**src/conv_out_pkg.sv**
```systemverilog
// Shared constants for the dual-channel converter output and mode control.
// Assumes one 125 MHz system clock and a synchronous active-high reset.
package conv_out_pkg;

  // ****************************************************************
  // Widths and depths
  // ****************************************************************
  localparam int SAMPLE_W   = 12;
  localparam int TOP_BIT    = 11;
  localparam int PIPE_DEPTH = 6;
  localparam int FIFO_DEPTH = 16;
  // One channel slot is {over-range, code}; a word holds both channels.
  localparam int SLOT_W     = SAMPLE_W + 1;
  localparam int WORD_W     = 2 * SLOT_W + 1;
  localparam int VALID_BIT  = WORD_W - 1;
  localparam int SLOT_B_LSB = SLOT_W;
  localparam int SYNC_W     = 6;

  // ****************************************************************
  // Synchronised pin positions
  // ****************************************************************
  localparam int PIN_CODE   = 0;
  localparam int PIN_OE_A   = 1;
  localparam int PIN_OE_B   = 2;
  localparam int PIN_SEL    = 3;
  localparam int PIN_REF    = 4;
  localparam int PIN_SCLK   = 5;

  // ****************************************************************
  // Reset values
  // ****************************************************************
  localparam logic [SYNC_W-1:0] PIN_RESET         = 6'h00;
  localparam logic              PLL_DISABLE_RESET = 1'b0;

  // ****************************************************************
  // Timing
  // ****************************************************************
  localparam int CLK_PERIOD_NS     = 8;
  localparam int LOW_RATE_PERIOD_NS = 500;
  localparam int PLL_MIN_PERIOD_NS = 50;
  localparam int LOW_RATE_CYCLES   = LOW_RATE_PERIOD_NS / CLK_PERIOD_NS;
  localparam int PLL_MIN_CYCLES    = PLL_MIN_PERIOD_NS / CLK_PERIOD_NS;
  localparam int PERIOD_W          = 8;
  localparam logic [PERIOD_W-1:0] LOW_RATE_CNT = PERIOD_W'(LOW_RATE_CYCLES);
  localparam logic [PERIOD_W-1:0] PLL_MIN_CNT  = PERIOD_W'(PLL_MIN_CYCLES);
  localparam logic [PERIOD_W-1:0] PERIOD_MAX   = 8'hFF;

endpackage

```
**src/sample_stream_if.sv**
```systemverilog
// Valid/ready stream of converted sample words between the control logic
// and its output buffer. Assumes both ends run on the same clock.
`timescale 1ns/1ns
interface sample_stream_if #(parameter int WIDTH = 8);
  logic             in_valid;
  logic             in_ready;
  logic [WIDTH-1:0] in_data;
  logic             out_valid;
  logic             out_ready;
  logic [WIDTH-1:0] out_data;

  modport buffer (input in_valid, input in_data, output in_ready,
                  output out_valid, output out_data, input out_ready);
  modport user   (output in_valid, output in_data, input in_ready,
                  input out_valid, input out_data, output out_ready);
endinterface

```
**src/conv_out_ctrl.sv**
```systemverilog
// Output side and mode control of a dual-channel 12-bit pipelined converter.
// Assumes the analog core offers both channel codes on sys_clk; control pins
// and the sample clock arrive asynchronously and are synchronised here.
//
// How it works
// - Each channel outputs a parallel 12-bit word.
// - Code pin low offset binary, high two's complement.
// - Two's complement inverts only the top bit.
// - Offset binary: full scale ones, zero is 800.
// - Active-low per-channel enable tri-states that channel.
// - Per-channel over-range flag, high when out of range.
// - Over-range flag shares the six-cycle data latency.
// - Below 2 MSPS power down; resume automatically above.
// - PLL enabled by default, limits rate to 20 MSPS.
// - Disabling PLL allows operation down to 2 MSPS.
// - Select pin tied low disables the register interface.
// - Low select pulse clears all registers to zero.
// - Reference pin low external, high internal buffer on.
// - Both channels sample on the same clock edge.
// - Each channel has its own data-valid output.
`timescale 1ns/1ns
module conv_out_ctrl
  import conv_out_pkg::*;
(
  input  wire logic                sys_clk,
  input  wire logic                rst,
  input  wire logic                sample_clock,
  input  wire logic [SAMPLE_W-1:0] core_code_a,
  input  wire logic [SAMPLE_W-1:0] core_code_b,
  input  wire logic                core_over_a,
  input  wire logic                core_over_b,
  input  wire logic                output_code_select,
  input  wire logic                output_enable_a_n,
  input  wire logic                output_enable_b_n,
  input  wire logic                select_reset_n,
  input  wire logic                reference_source_select,
  input  wire logic                reg_write,
  input  wire logic                reg_pll_disable,
  input  wire logic                capture_ready,
  output logic [SAMPLE_W-1:0]      sample_a,
  output logic [SAMPLE_W-1:0]      sample_b,
  output logic                     sample_a_oe,
  output logic                     sample_b_oe,
  output logic                     over_range_a,
  output logic                     over_range_b,
  output logic                     sample_valid_a,
  output logic                     sample_valid_b,
  output logic                     power_down,
  output logic                     pll_rate_fault,
  output logic                     pll_disabled,
  output logic                     internal_reference_on,
  output logic                     sample_dropped
);

  // ****************************************************************
  // Coding
  // ****************************************************************
  // Both codings differ only in the top bit.
  function automatic logic [SAMPLE_W-1:0] apply_coding(input logic [SAMPLE_W-1:0] code,
                                                       input logic              twos);
    apply_coding = {code[TOP_BIT] ^ twos, code[TOP_BIT-1:0]};
  endfunction

  // ****************************************************************
  // Pin synchronisers
  // ****************************************************************
  logic [SYNC_W-1:0] pin_raw;
  logic [SYNC_W-1:0] sync1;
  logic [SYNC_W-1:0] sync2;
  logic [SYNC_W-1:0] sync3;
  logic [SYNC_W-1:0] pin_stable;
  logic [SYNC_W-1:0] pin_agree;

  assign pin_raw = {sample_clock, reference_source_select, select_reset_n,
                    output_enable_b_n, output_enable_a_n, output_code_select};
  assign pin_agree = ~(sync2 ^ sync3);

  always_ff @(posedge sys_clk) begin
    if (rst) begin
      sync1      <= PIN_RESET;
      sync2      <= PIN_RESET;
      sync3      <= PIN_RESET;
      pin_stable <= PIN_RESET;
    end else begin
      sync1      <= pin_raw;
      sync2      <= sync1;
      sync3      <= sync2;
      pin_stable <= (sync3 & pin_agree) | (pin_stable & ~pin_agree);
    end
  end

  // ****************************************************************
  // Register interface
  // ****************************************************************
  logic pll_disable;

  always_ff @(posedge sys_clk) begin
    if (rst || !pin_stable[PIN_SEL]) begin
      pll_disable <= PLL_DISABLE_RESET;
    end else if (reg_write) begin
      pll_disable <= reg_pll_disable;
    end
  end

  // ****************************************************************
  // Sample clock rate monitor
  // ****************************************************************
  logic                sclk_prev;
  logic                conv_edge;
  logic [PERIOD_W-1:0] period_cnt;
  logic                rate_ok;
  logic                pll_ok;
  logic                accept;

  assign conv_edge = pin_stable[PIN_SCLK] && !sclk_prev;
  assign rate_ok   = (period_cnt <= LOW_RATE_CNT);
  assign pll_ok    = pll_disable || (period_cnt <= PLL_MIN_CNT);
  assign accept    = conv_edge && rate_ok && pll_ok;

  always_ff @(posedge sys_clk) begin
    if (rst) begin
      sclk_prev  <= 1'b0;
      period_cnt <= PERIOD_MAX;
    end else begin
      sclk_prev <= pin_stable[PIN_SCLK];
      if (conv_edge) begin
        period_cnt <= PERIOD_W'(1);
      end else if (period_cnt != PERIOD_MAX) begin
        period_cnt <= period_cnt + PERIOD_W'(1);
      end
    end
  end

  always_ff @(posedge sys_clk) begin
    if (rst) begin
      power_down     <= 1'b1;
      pll_rate_fault <= 1'b0;
    end else begin
      if (!rate_ok) begin
        power_down <= 1'b1;
      end else if (conv_edge) begin
        power_down <= 1'b0;
      end
      if (conv_edge) begin
        pll_rate_fault <= rate_ok && !pll_ok;
      end
    end
  end

  // ****************************************************************
  // Conversion pipeline
  // ****************************************************************
  // Word layout: {valid, over_b, code_b, over_a, code_a}, both channels
  // taken on the same edge and advanced together.
  logic [WORD_W-1:0] pipe [PIPE_DEPTH];
  logic              push_pending;
  logic [WORD_W-1:0] push_word;

  sample_stream_if #(.WIDTH(WORD_W)) stream ();

  always_ff @(posedge sys_clk) begin
    if (rst) begin
      for (int i = 0; i < PIPE_DEPTH; i++) begin
        pipe[i] <= '0;
      end
    end else if (conv_edge) begin
      pipe[0] <= {accept, core_over_b, core_code_b, core_over_a, core_code_a};
      for (int i = 1; i < PIPE_DEPTH; i++) begin
        pipe[i] <= pipe[i-1];
      end
    end else if (power_down) begin
      for (int i = 0; i < PIPE_DEPTH; i++) begin
        pipe[i][VALID_BIT] <= 1'b0;
      end
    end
  end

  // The oldest stage is offered once, on the cycle after the edge that retires it.
  always_ff @(posedge sys_clk) begin
    if (rst) begin
      push_pending <= 1'b0;
      push_word    <= '0;
    end else begin
      push_pending <= conv_edge && pipe[PIPE_DEPTH-1][VALID_BIT];
      if (conv_edge) begin
        push_word <= pipe[PIPE_DEPTH-1];
      end
    end
  end

  assign stream.in_valid = push_pending;
  assign stream.in_data  = push_word;

  // A full buffer cannot stall the converter, so the word is lost and flagged.
  always_ff @(posedge sys_clk) begin
    if (rst) begin
      sample_dropped <= 1'b0;
    end else begin
      sample_dropped <= push_pending && !stream.in_ready;
    end
  end

  sample_fifo #(.WIDTH(WORD_W), .DEPTH(FIFO_DEPTH)) sample_fifo_i (
    .sys_clk (sys_clk),
    .rst     (rst),
    .port    (stream.buffer)
  );

  // ****************************************************************
  // Output stage
  // ****************************************************************
  logic              out_full;
  logic              out_load;
  logic [WORD_W-1:0] pop_word;
  logic              twos;

  assign pop_word         = stream.out_data;
  assign out_load         = stream.out_valid && (!out_full || capture_ready);
  assign stream.out_ready = out_load;
  assign twos             = pin_stable[PIN_CODE];

  always_ff @(posedge sys_clk) begin
    if (rst) begin
      out_full <= 1'b0;
    end else if (out_load) begin
      out_full <= 1'b1;
    end else if (capture_ready) begin
      out_full <= 1'b0;
    end
  end

  always_ff @(posedge sys_clk) begin
    if (rst) begin
      sample_a     <= '0;
      sample_b     <= '0;
      over_range_a <= 1'b0;
      over_range_b <= 1'b0;
    end else if (out_load) begin
      sample_a     <= apply_coding(pop_word[SAMPLE_W-1:0], twos);
      sample_b     <= apply_coding(pop_word[SLOT_B_LSB +: SAMPLE_W], twos);
      over_range_a <= pop_word[SAMPLE_W];
      over_range_b <= pop_word[SLOT_B_LSB + SAMPLE_W];
    end
  end

  always_ff @(posedge sys_clk) begin
    if (rst) begin
      sample_valid_a <= 1'b0;
      sample_valid_b <= 1'b0;
    end else if (out_load) begin
      sample_valid_a <= !pin_stable[PIN_OE_A];
      sample_valid_b <= !pin_stable[PIN_OE_B];
    end else if (capture_ready) begin
      sample_valid_a <= 1'b0;
      sample_valid_b <= 1'b0;
    end
  end

  // ****************************************************************
  // Output enables and reference select
  // ****************************************************************
  always_ff @(posedge sys_clk) begin
    if (rst) begin
      sample_a_oe <= 1'b0;
      sample_b_oe <= 1'b0;
    end else begin
      sample_a_oe <= !pin_stable[PIN_OE_A];
      sample_b_oe <= !pin_stable[PIN_OE_B];
    end
  end

  always_ff @(posedge sys_clk) begin
    if (rst) begin
      internal_reference_on <= 1'b0;
      pll_disabled          <= 1'b0;
    end else begin
      internal_reference_on <= pin_stable[PIN_REF];
      pll_disabled          <= pll_disable;
    end
  end
endmodule // conv_out_ctrl

```
**src/sample_fifo.sv**
```systemverilog
// First-in first-out buffer for sample words, width and depth as parameters.
// Assumes a synchronous active-high reset on the shared system clock.
`timescale 1ns/1ns
module sample_fifo #(
  parameter int WIDTH = 8,
  parameter int DEPTH = 16
) (
  input  wire logic           sys_clk,
  input  wire logic           rst,
  sample_stream_if.buffer     port
);

  localparam int AW = $clog2(DEPTH);

  logic [WIDTH-1:0] store [DEPTH];
  logic [AW:0]      wr_ptr;
  logic [AW:0]      rd_ptr;
  logic             full;
  logic             empty;
  logic             push;
  logic             pop;

  assign full          = (wr_ptr[AW] != rd_ptr[AW]) && (wr_ptr[AW-1:0] == rd_ptr[AW-1:0]);
  assign empty         = (wr_ptr == rd_ptr);
  assign port.in_ready  = !full;
  assign port.out_valid = !empty;
  assign port.out_data  = store[rd_ptr[AW-1:0]];
  assign push          = port.in_valid && !full;
  assign pop           = port.out_ready && !empty;

  always_ff @(posedge sys_clk) begin
    if (push) begin
      store[wr_ptr[AW-1:0]] <= port.in_data;
    end
  end

  always_ff @(posedge sys_clk) begin
    if (rst) begin
      wr_ptr <= '0;
      rd_ptr <= '0;
    end else begin
      if (push) begin
        wr_ptr <= wr_ptr + (AW+1)'(1);
      end
      if (pop) begin
        rd_ptr <= rd_ptr + (AW+1)'(1);
      end
    end
  end

endmodule // sample_fifo

```
**config.mk**
```make
export PLATFORM = sky130hd
export DESIGN_NAME = conv_out_ctrl
export DESIGN_NICKNAME = d
export VERILOG_FILES = /design/src/conv_out_pkg.sv /design/src/sample_stream_if.sv /design/src/conv_out_ctrl.sv /design/src/sample_fifo.sv
export SDC_FILE = /design/constraint.sdc
export NUM_CORES = 1
export LEC_CHECK = 0
export BUFFER_PORTS_ARGS = -buffer_cell sky130_fd_sc_hd__buf_2
export CAP_MARGIN = 20
export CORE_ASPECT_RATIO = 2
export CORE_MARGIN = 2
export CORE_UTILIZATION = 55
export CTS_CLUSTER_DIAMETER = 200
export CTS_CLUSTER_SIZE = 12
export DETAILED_ROUTE_END_ITERATION = 12
export PLACE_DENSITY = 0.8
export REMOVE_ABC_BUFFERS = 1
export SYNTH_ARGS = -nofsm -noshare
export SYNTH_HDL_FRONTEND = slang
export SYNTH_HIERARCHICAL = 1
export SYNTH_SLANG_ARGS = --single-unit
```
**constraint.sdc**
```tcl
create_clock -name sys_clk -period 15.1 [get_ports sys_clk]
set_input_delay 3.02 -clock sys_clk [delete_from_list [all_inputs] [get_ports sys_clk]]
set_output_delay 3.02 -clock sys_clk [all_outputs]
set_load 0.01 [all_outputs]
```
Yosys cells after proc, flatten, opt, wreduce, memory -nomap -nowiden
Memories as Yosys holds them, arrays and structs flattened. A register that Yosys moved wholly into a read port is not among the register bits.
Index checks and enable logic that the tools add are counted.
{ "totals": {"elab_cells": 114, "register_bits": 108, "out_inout_bits": 35, "inputBits": 37, "n_memories": 2, "ram_bits": 594} }
{ "op_classes": {"n_lt_le_gt_ge": 2, "reduce_logical": 25, "n_eq_ne": 4, "add_sub_neg": 3, "bitwise_logic": 21, "mux": 31} }
{ "memory_table": {"columns": ["name", "depth", "word_bits", "read_ports", "rd_ports_with_merged_regs", "write_ports", "line_no", "source"], "rows": [
  ["sample_fifo_i.store", 16, 27, 1, 1, 1, "sample_fifo.sv:15", "logic [WIDTH-1:0] store [DEPTH];"],
  ["pipe", 6, 27, 6, 0, 6, "conv_out_ctrl.sv:155", "logic [WORD_W-1:0] pipe [PIPE_DEPTH];"]
]} }
{ "op_table": {"columns": ["op", "n"], "rows": [
  ["27-bit 2-to-1 mux", 6],
  ["1-bit 2-to-1 mux", 21],
  ["8-bit 2-to-1 mux", 2],
  ["6-bit AND", 2],
  ["6-bit NOT", 2],
  ["1-bit bitwise OR", 12],
  ["5-bit by 1-bit adder with 5-bit output (second input constant)", 2],
  ["1-bit logical AND", 10],
  ["8-bit by 1-bit adder with 8-bit output (second input constant)", 1],
  ["8-bit by 3-bit <= comparator with 1-bit output (second input constant)", 1],
  ["8-bit by 6-bit <= comparator with 1-bit output (second input constant)", 1],
  ["1-bit logical NOT", 8],
  ["4-bit 2-to-1 mux", 2],
  ["8-bit != test (second input constant)", 1],
  ["6-bit bitwise OR", 1],
  ["6-bit bitwise XOR", 1],
  ["5-bit == test", 1],
  ["4-bit == test", 1],
  ["2-bit nonzero test", 2],
  ["2-bit OR reduction", 2],
  ["1-bit logical OR", 3],
  ["1-bit bitwise XOR", 2],
  ["1-bit != test", 1],
  ["1-bit NOT", 1]
]} }

Longest topological paths before layout
Gate-level depths: netlist of the first run.
{ "logic_depth": {"word_depth": 7, "ltp_mapped": 12, "depth_no_buf": 8} }

Cells and area by module
The synthesis of the first run kept the hierarchy.
{ "modules_own_cells": {"columns": ["mod", "seq_area_each_um2", "cells_per_inst", "n_inst", "area_each_um2"], "rows": [
  ["sample_fifo", 13252.7, 702, 1, 17087.6],
  ["conv_out_ctrl", 6826.5, 762, 1, 9526.6]
]} }

Worst setup path before layout of the first run
No wires, ideal clock.
{ "synth_path": {"path_type": "input -> register", "startpoint": "input rst", "endpoint": "memory pipe[0][0] (netlist name) (enable)", "required_time_ns": 14.591, "path_slack_ns": 8.201, "stages": 3, "arrival_time_ns": 6.390, "cell_sequence": "clkbuf_1 -> nor2_1 -> inv_1"} }
{ "synth_rtl": {"columns": ["item", "line_no", "source"], "rows": [
  ["start: declaration", "conv_out_ctrl.sv:26", "input wire logic rst,"],
  ["end: declaration", "conv_out_ctrl.sv:155", null]
]} }

==> results of run 1 <==
## stage by stage
stage	cell area, um^2	hold WS, ps
after floorplan	25510	413.8
after global placement	26810	417.9
after detailed placement	26810	427.2
after CTS	28800	442.2
after global routing	28830	456.4
final	28830	436.2
## cell type report
| class | count | area [um^2] | area share, % |
|---|---|---|---|
| Inverter | 12 | 51.30 | 0.1779 |
| Timing Repair Buffer | 85 | 483.0 | 1.675 |
| Multi-Input combinational cell | 633 | 5927 | 20.56 |
| Clock buffer | 117 | 1928 | 6.688 |
| Sequential cell | 689 | 19590 | 67.95 |
| Tap cell | 627 | 784.5 | 2.721 |
| Clock inverter | 5 | 66.31 | 0.2300 |
## layout by cell type (no fill, tap or decap), drive strengths merged, types with 8 or more instances in the layout
master  instances
nor2b          27
nor2           17
inv            13
mux4          130
nand2          65
a21oi          70
mux2            8
nand3          30
and3          181
o21ai          37
dfxtp         111
edfxtp        578
buf            85
clkbuf        117
## final timing paths
path	cells past startpoint	slack [ps]	start	endpoint
hold reg to reg	1	440	sync1[4]$_SDFF_PP0_	sync2[4]$_SDFF_PP0_
setup reg to reg	6	11110	flip-flop	sample_a[11]$_SDFFE_PP0P_
setup / recovery	6	9820	rst	pll_rate_fault$_SDFFE_PP0P_
hold / removal	1	440	sync1[4]$_SDFF_PP0_	sync2[4]$_SDFF_PP0_
## per-layer routing
metal,global-route usage [%],wire [um],vias to the layer above
met3,3.421,3227,177
li1,-,-,5785
met1,25.33,18260,6783
met4,11.45,2666,0
met5,0,0,-
met2,38.71,28530,580
## worst max-delay path, delay by kind of cell
kind,cells,cell delay [ps]
AND/OR/NAND/NOR,1,280
buffers and inverters,4,2120
AO/OA/AOI/OAI,1,250
## registers in the layout, indices dropped and copies added, names as in the netlist, 5 cells and up, named ones only
signal and cells:
sample_fifo_i/store 416, sample_fifo_i/rd_ptr 5, sync1 6, sample_b 12
sample_fifo_i/wr_ptr 5, push_word 26, pipe 162, sync2 6
sync3 6, period_cnt 8, sample_a 12
## where the power goes
| part | internal (mW) | leakage (nW) | switching, mW | total, mW |
|---|---|---|---|---|
| Combinational | 0.0664 | 2.65 | 0.108 | 0.175 |
| Sequential | 2.07 | 6.44 | 0.0303 | 2.10 |
| Clock | 0.870 | 0.948 | 0.672 | 1.54 |
==> impl.org, run 1 <==
** Floorplan
- Once the floorplan was initialized, standard cells occupied 55.69% of the core.
- In this run the horizontal extent of the chip is 157.7 um.
- The core region is 46660 um^2.
- The die is 311.4 um tall.
- Number of I/O pins :: 72
- DIE AREA :: 49110 um^2
- Number of placement rows :: 112

** Detailed routing
- Detailed router's first-iteration violation count :: 1062
- Count of nets left with antenna violations after detail routing :: 0
- Avg Vias per Cell :: 6.146
- The first TritonRoute pass finished after 5 iterations.
- In the final routed layout, each cell accounts on average for 24.30 um.
- Routed Wire Length :: 52.69 mm
- Total DRC errors in the routed layout :: 0
- Overall via count from detail_route :: 13.33k

** Timing
- Once routing completed, OpenROAD measured the worst setup slack at 9816 ps.
- Final clock period utilization by the worst path :: 34.99%
- Post-layout min period :: 5284 ps
- Setup repair after global routing left no endpoint under its margin.
- Final TNS setup :: 0 ps
- Based on the critical path, the design can be clocked at up to 189.3 MHz.
- Final count of negative-setup-slack endpoints :: 0
- The worst pin sits at a relative slew slack of 24.32%.
- Worst slew pin tran :: 1135 ps
- The final number of max-transition violations is 0.
- The final hold violation count was 0.
- On the final layout, the worst clock skew is 25.68 ps.

** Cells and area
- Share of post-route cells with drive strength above 1 :: 20.90%
- For this run, the post-layout net count is 1532.
- For this run, the share of the core covered by cells in the final layout is 61.78%.
- The number of antenna diodes in the final layout is 0.
- From synthesis to final layout, the design area changed by 10.93%.
- Counting the fill cells in the layout gives 3152.
- After the flow finishes, the layout carries non-filler instances totaling 2168.

** Pwr
- IR analysis of the VDD net gives a maximum drop of 0.1054 mV.
- Design Power :: 3.820 mW
- Leakage power summed over all cells :: 10.04 nW
- Power per standard cell area :: 132.5 nW/um^2

** GRT
- Vias in the first global route :: 13.87k
- Remaining global-route overflow :: 0
- Largest net degree at the start of global routing :: 141
- The initial antenna violation count came to 0.
- Across every metal layer, demand over resource in global routing totals 21.89%.
- Global-route wire length before repair :: 79.78 mm

** Setup path
- Most frequent cell on the critical path :: buf_4
- For the worst setup path, the data arrival time is 5750 ps.
- Along the worst path, the maximum fanout reaches 115.
- Worst Path Required :: 15570 ps
- Worst Path Class, Setup :: primary input to flip-flop
- Critical path endpoint category :: flip-flop
- Traced cell by cell, the critical path runs through buf_4 > buf_4 > clkinv_2 > buf_4 > and3_1 > a32o_1.
- For this run, the slowest stage of the critical path takes 630 ps.
- Slowest CP cell :: clkinv_2
- Startpoint type of the worst setup path :: primary input

** Place
- HPWL after detailed placement :: 27.09 mm
- At the placement stage, the worst setup path has a slack of 9188 ps.
- Buffers placed on the I/O ports in this run total 71.
- The congestion estimate from routability-driven global placement came to 0.8090.
- Including well taps, the total number of placed cells is 2045.

** Clock tree
- Deepest level of the CTS H-tree :: 3
- Clk sinks :: 689
- Post-CTS Repair Setup Buffers :: 0
- The number of clock buffers added by TritonCTS is 67.
- For this design, the CTS-stage hold fixing added 0 buffers.
- Clock latency at the later pin of the worst-skew pair :: 590 ps
- Cell chosen for the clock root :: clkbuf_16
- Clock Tree Buf Depth :: 3
- TritonCTS built the clock tree.
- Gates resized during post-CTS repair numbered 0.
- After clock tree synthesis, the clock-pin slew on the worst setup and hold paths is 60 ps.

** Logic synthesis
- Avg Cell Area, Syn :: 18.06 um^2
- For this run, the number of Yosys warnings is 6.
- After synthesis the cells add up to 25990 um^2.
- Synthesis produced 1439 cells.

** Worst hold path
- The worst hold path belongs to the class flip-flop to flip-flop.

** Outcome
- The run finished with clean final reports.

** Job
- Across the run, the number of max-cap violations was 0.
(Power assumes the default switching activity.)
==> inputs of run 2 (changes only) <==
- ABC_AREA: not set -> 1
- PLACE_DENSITY: 0.8 -> 0.82
- clock period: 15.1 -> 4.84 ns (I/O delays scaled with it)
==> impl.org, run 2 <==
** Outcome
- The run finished with clean final reports.

** Clock tree
- The number of resized instances in the post-cts repair step was 0 (unchanged).
- The clock latency at the later pin of the worst-skew pair came to 590 ps (about the same).
- CTS Hold Bufs :: 0 (unchanged)
- Clock-pin slew on the worst setup and hold paths :: 60 ps (about the same)
- The total number of clock tree sinks was 689 (unchanged).
- The number of post-CTS setup repair buffers is 0 (unchanged).
- The TritonCTS buffer count was 67 (unchanged).
- The number of H-tree levels was 3 (unchanged).
- TritonCTS built the clock tree.
- In this run the clock root is driven by a clkbuf_16.
- The number of buffers between clock root and the deepest sink was 3 (unchanged).

** Timing
- Hold violation count in the final report :: 0 (unchanged)
- Post-layout min period :: 2927 ps
- Headroom to the max-slew limit :: 22.18% (-2.1 points)
- Fmax :: 341.6 MHz
- Hold slack final :: 401.9 ps (-34.30 ps)
- The number of setup violations in the final report was 0 (unchanged).
- Final TNS setup :: 0 ps (unchanged)
- Setup repair after global routing left no endpoint under its margin.
- Slew Viols, Final :: 0 (unchanged)
- Final clock period utilization by the worst path :: 60.48%
- The transition time of the tightest slew-check pin is 1166 ps (+30.78 ps).
- Final setup skew :: 27.95 ps (+2.270 ps)

** Setup path
- Arrival time worst endpoint :: 3180 ps (-2570 ps)
- The most critical setup path has its startpoint at sample_fifo_i/wr_ptr[0]$_SDFFE_PP0P_.
- STA classifies the critical path startpoint as a flip-flop.
- Worst Path Required :: 5100 ps (-10470 ps)
- The startpoint identified for the worst register-to-register timing path is sample_fifo_i/wr_ptr[0]$_SDFFE_PP0P_.
- Worst Path Class, Setup :: flip-flop to flip-flop
- Largest fanout of any net on the critical path :: 14 (-88%)
- Critical path endpoint category :: flip-flop
- The internal reg-to-reg setup slack was 1910 ps (-9200 ps).

** Floorplan
- Die Height :: 322.3 um (+3.5%)
- The die area came to 52570 um^2 (+7.0%).
- The effective utilization at floorplan is 55.62% (-0.068 points).
- Number of placement rows :: 116 (+3.6%)
- Die Width :: 163.1 um (+3.4%)
- Core box area :: 50070 um^2 (+7.3%)
- Number of I/O pins :: 72 (unchanged)

** Pwr
- The combinational share of power was 2.3% (-2.3 points).
- The portion of total power attributed to the clock network is 41.6% (+1.2 points).
- The net load switching power was 2.313 mW (+190%).
- The total power is 11.55 mW (+200%).
- The register share of total power is 56.1% (+1.0 points).
- Int Power :: 9.238 mW (+210%)
- The worst-case vdd ir drop came to 0.3940 mV (+270%).
- Switching Share :: 20.02% (-1.2 points)
- Power per standard cell area :: 379.1 nW/um^2 (+190%)
- The standby leakage power was 11.45 nW (+14%).

** Cells and area
- Commonest cells after routing, fill and taps aside :: edfxtp_1, inv_1, nor2_1, nand2_1, nand3_1
- The final net count came to 2425 (+58%).
- Share of post-route cells with drive strength above 1 :: 12.98% (-7.9 points)
- Final standard cell utilization of the core :: 60.85% (-0.92 points)
- Antenna diodes :: 0 (unchanged)
- The area growth from synthesis to layout is 9.402%.
- The library cell used most frequently in the layout, excluding fill and tap cells, is edfxtp_1.
- Flip-flop count of the largest register, all copies and words added :: 416 (unchanged)

** GRT
- Vias in the first global route :: 17.16k (+24%)
- GRT Overall Usage :: 22.13% (+0.24 points)
- The maximum number of pins on one net before global-route repair is 172 (+22%).
- The first-pass GRT wire length came to 88.85 mm (+11%).
- Remaining global-route overflow :: 0 (unchanged)
- Antenna violations before repair :: 0 (unchanged)

** Detailed routing
- The post-detailed-route DRC marker count was 0 (unchanged).
- Detailed router's first-iteration violation count :: 1475 (+39%)
- WL/cell :: 18.78 um (-23%)
- The total number of vias came to 17.01k (+28%).
- The remaining antenna violation count after routing was 0 (unchanged).
- Avg Vias per Cell :: 5.518 (-10%)
- Routed Wire Length :: 57.89 mm (+9.9%)
- Detailed-router iteration count before antenna repair :: 7 (+2)

** Place
- The placer's final routability congestion estimate came to 0.7947 (-1.8%).
- HPWL after detailed placement :: 32.47 mm (+20%)
- The quantity of I/O buffers inserted on ports is 71 (unchanged).

** Logic synthesis
- The yosys synthesis warning count came to 6 (unchanged).
- The synthesized netlist cell count came to 2336 (+62%).
- Avg Cell Area, Syn :: 11.92 um^2 (-34%)
- Netlist area before placement :: 27850 um^2 (+7.2%)

** Worst hold path
- Start point of the worst hold path :: sync1[2]$_SDFF_PP0_
- Worst min-delay path category :: flip-flop to flip-flop

** Job
- The number of violations of the max-capacitance limit is 0 (unchanged).
==> run 2: cell types whose count changed in the layout (fill, tap and decap cells not counted), sizes merged, moves of 27 or more <==
cell    previous run  this run
nand3             30       186
o21ai             37       137
nor2              17       292
o211ai             3       105
mux4             130         0
nor2b             27         0
a21oi             70       121
inv               13       431
nand2             65       202
and3             181         0
==> run 2: metrics by stage <==
step           cells  worst slack (ps)  cell area, um^2
3_3_place_gp    2961              1417            28480
5_1_grt         3083              1695            30470
6_report        3083              1913            30470
2_1_floorplan   2211             -4747            26960
3_5_place_dp    2961              1340            28480
4_1_cts         3083              1957            30470
==> run 2: power groups by stage <==
stage | registers [mW] | logic [mW] | clock network, mW
2_1_floorplan | 6.60 | 0.193 | 0
3_3_place_gp | 6.60 | 0.248 | 0
3_5_place_dp | 6.61 | 0.261 | 0
4_1_cts | 6.48 | 0.265 | 4.88
5_1_grt | 6.49 | 0.305 | 5.10
6_report | 6.48 | 0.265 | 4.80
==> run 2: final cells by class <==
class	instances	area, um^2
Timing Repair Buffer	101	630.6
Clock inverter	5	66.31
Fill cell	3638	19600
Clock buffer	117	1928
Tap cell	649	812.0
Multi-Input combinational cell	1092	5826
Inverter	430	1619
Sequential cell	689	19590
==> run 2: critical path: stages, from the launching register on <==
cell     delay (ps)
dfxtp_1         380
inv_1           130
nand2_1          60
nand2_1         120
nor2_4           60
nand3_4         130
nand2_4         100
inv_2           140
nand2_2         120
nor2_2          890
buf_4           430
==> run 2: path summary, 6_finish.rpt <==
path	cells past startpoint	end
worst min register to register	2	sync2[2]$_SDFF_PP0_
worst min-delay path	2	sync2[2]$_SDFF_PP0_
worst max-delay path	10	sample_fifo_i/store[14][17]$_DFFE_PP_
worst max register to register	10	sample_fifo_i/store[14][17]$_DFFE_PP_
==> run 2: routing by layer <==
metal | global-route usage [%] | vias to the layer above | part of all wire [%] | routed length [um]
li1 | - | 7930 | - | -
met1 | 24.08 | 8151 | 35 | 20280
met2 | 39.95 | 720 | 53 | 30780
met3 | 3.999 | 212 | 6.3 | 3658
met4 | 12.92 | 0 | 5.5 | 3170
met5 | 0 | - | 0 | 0
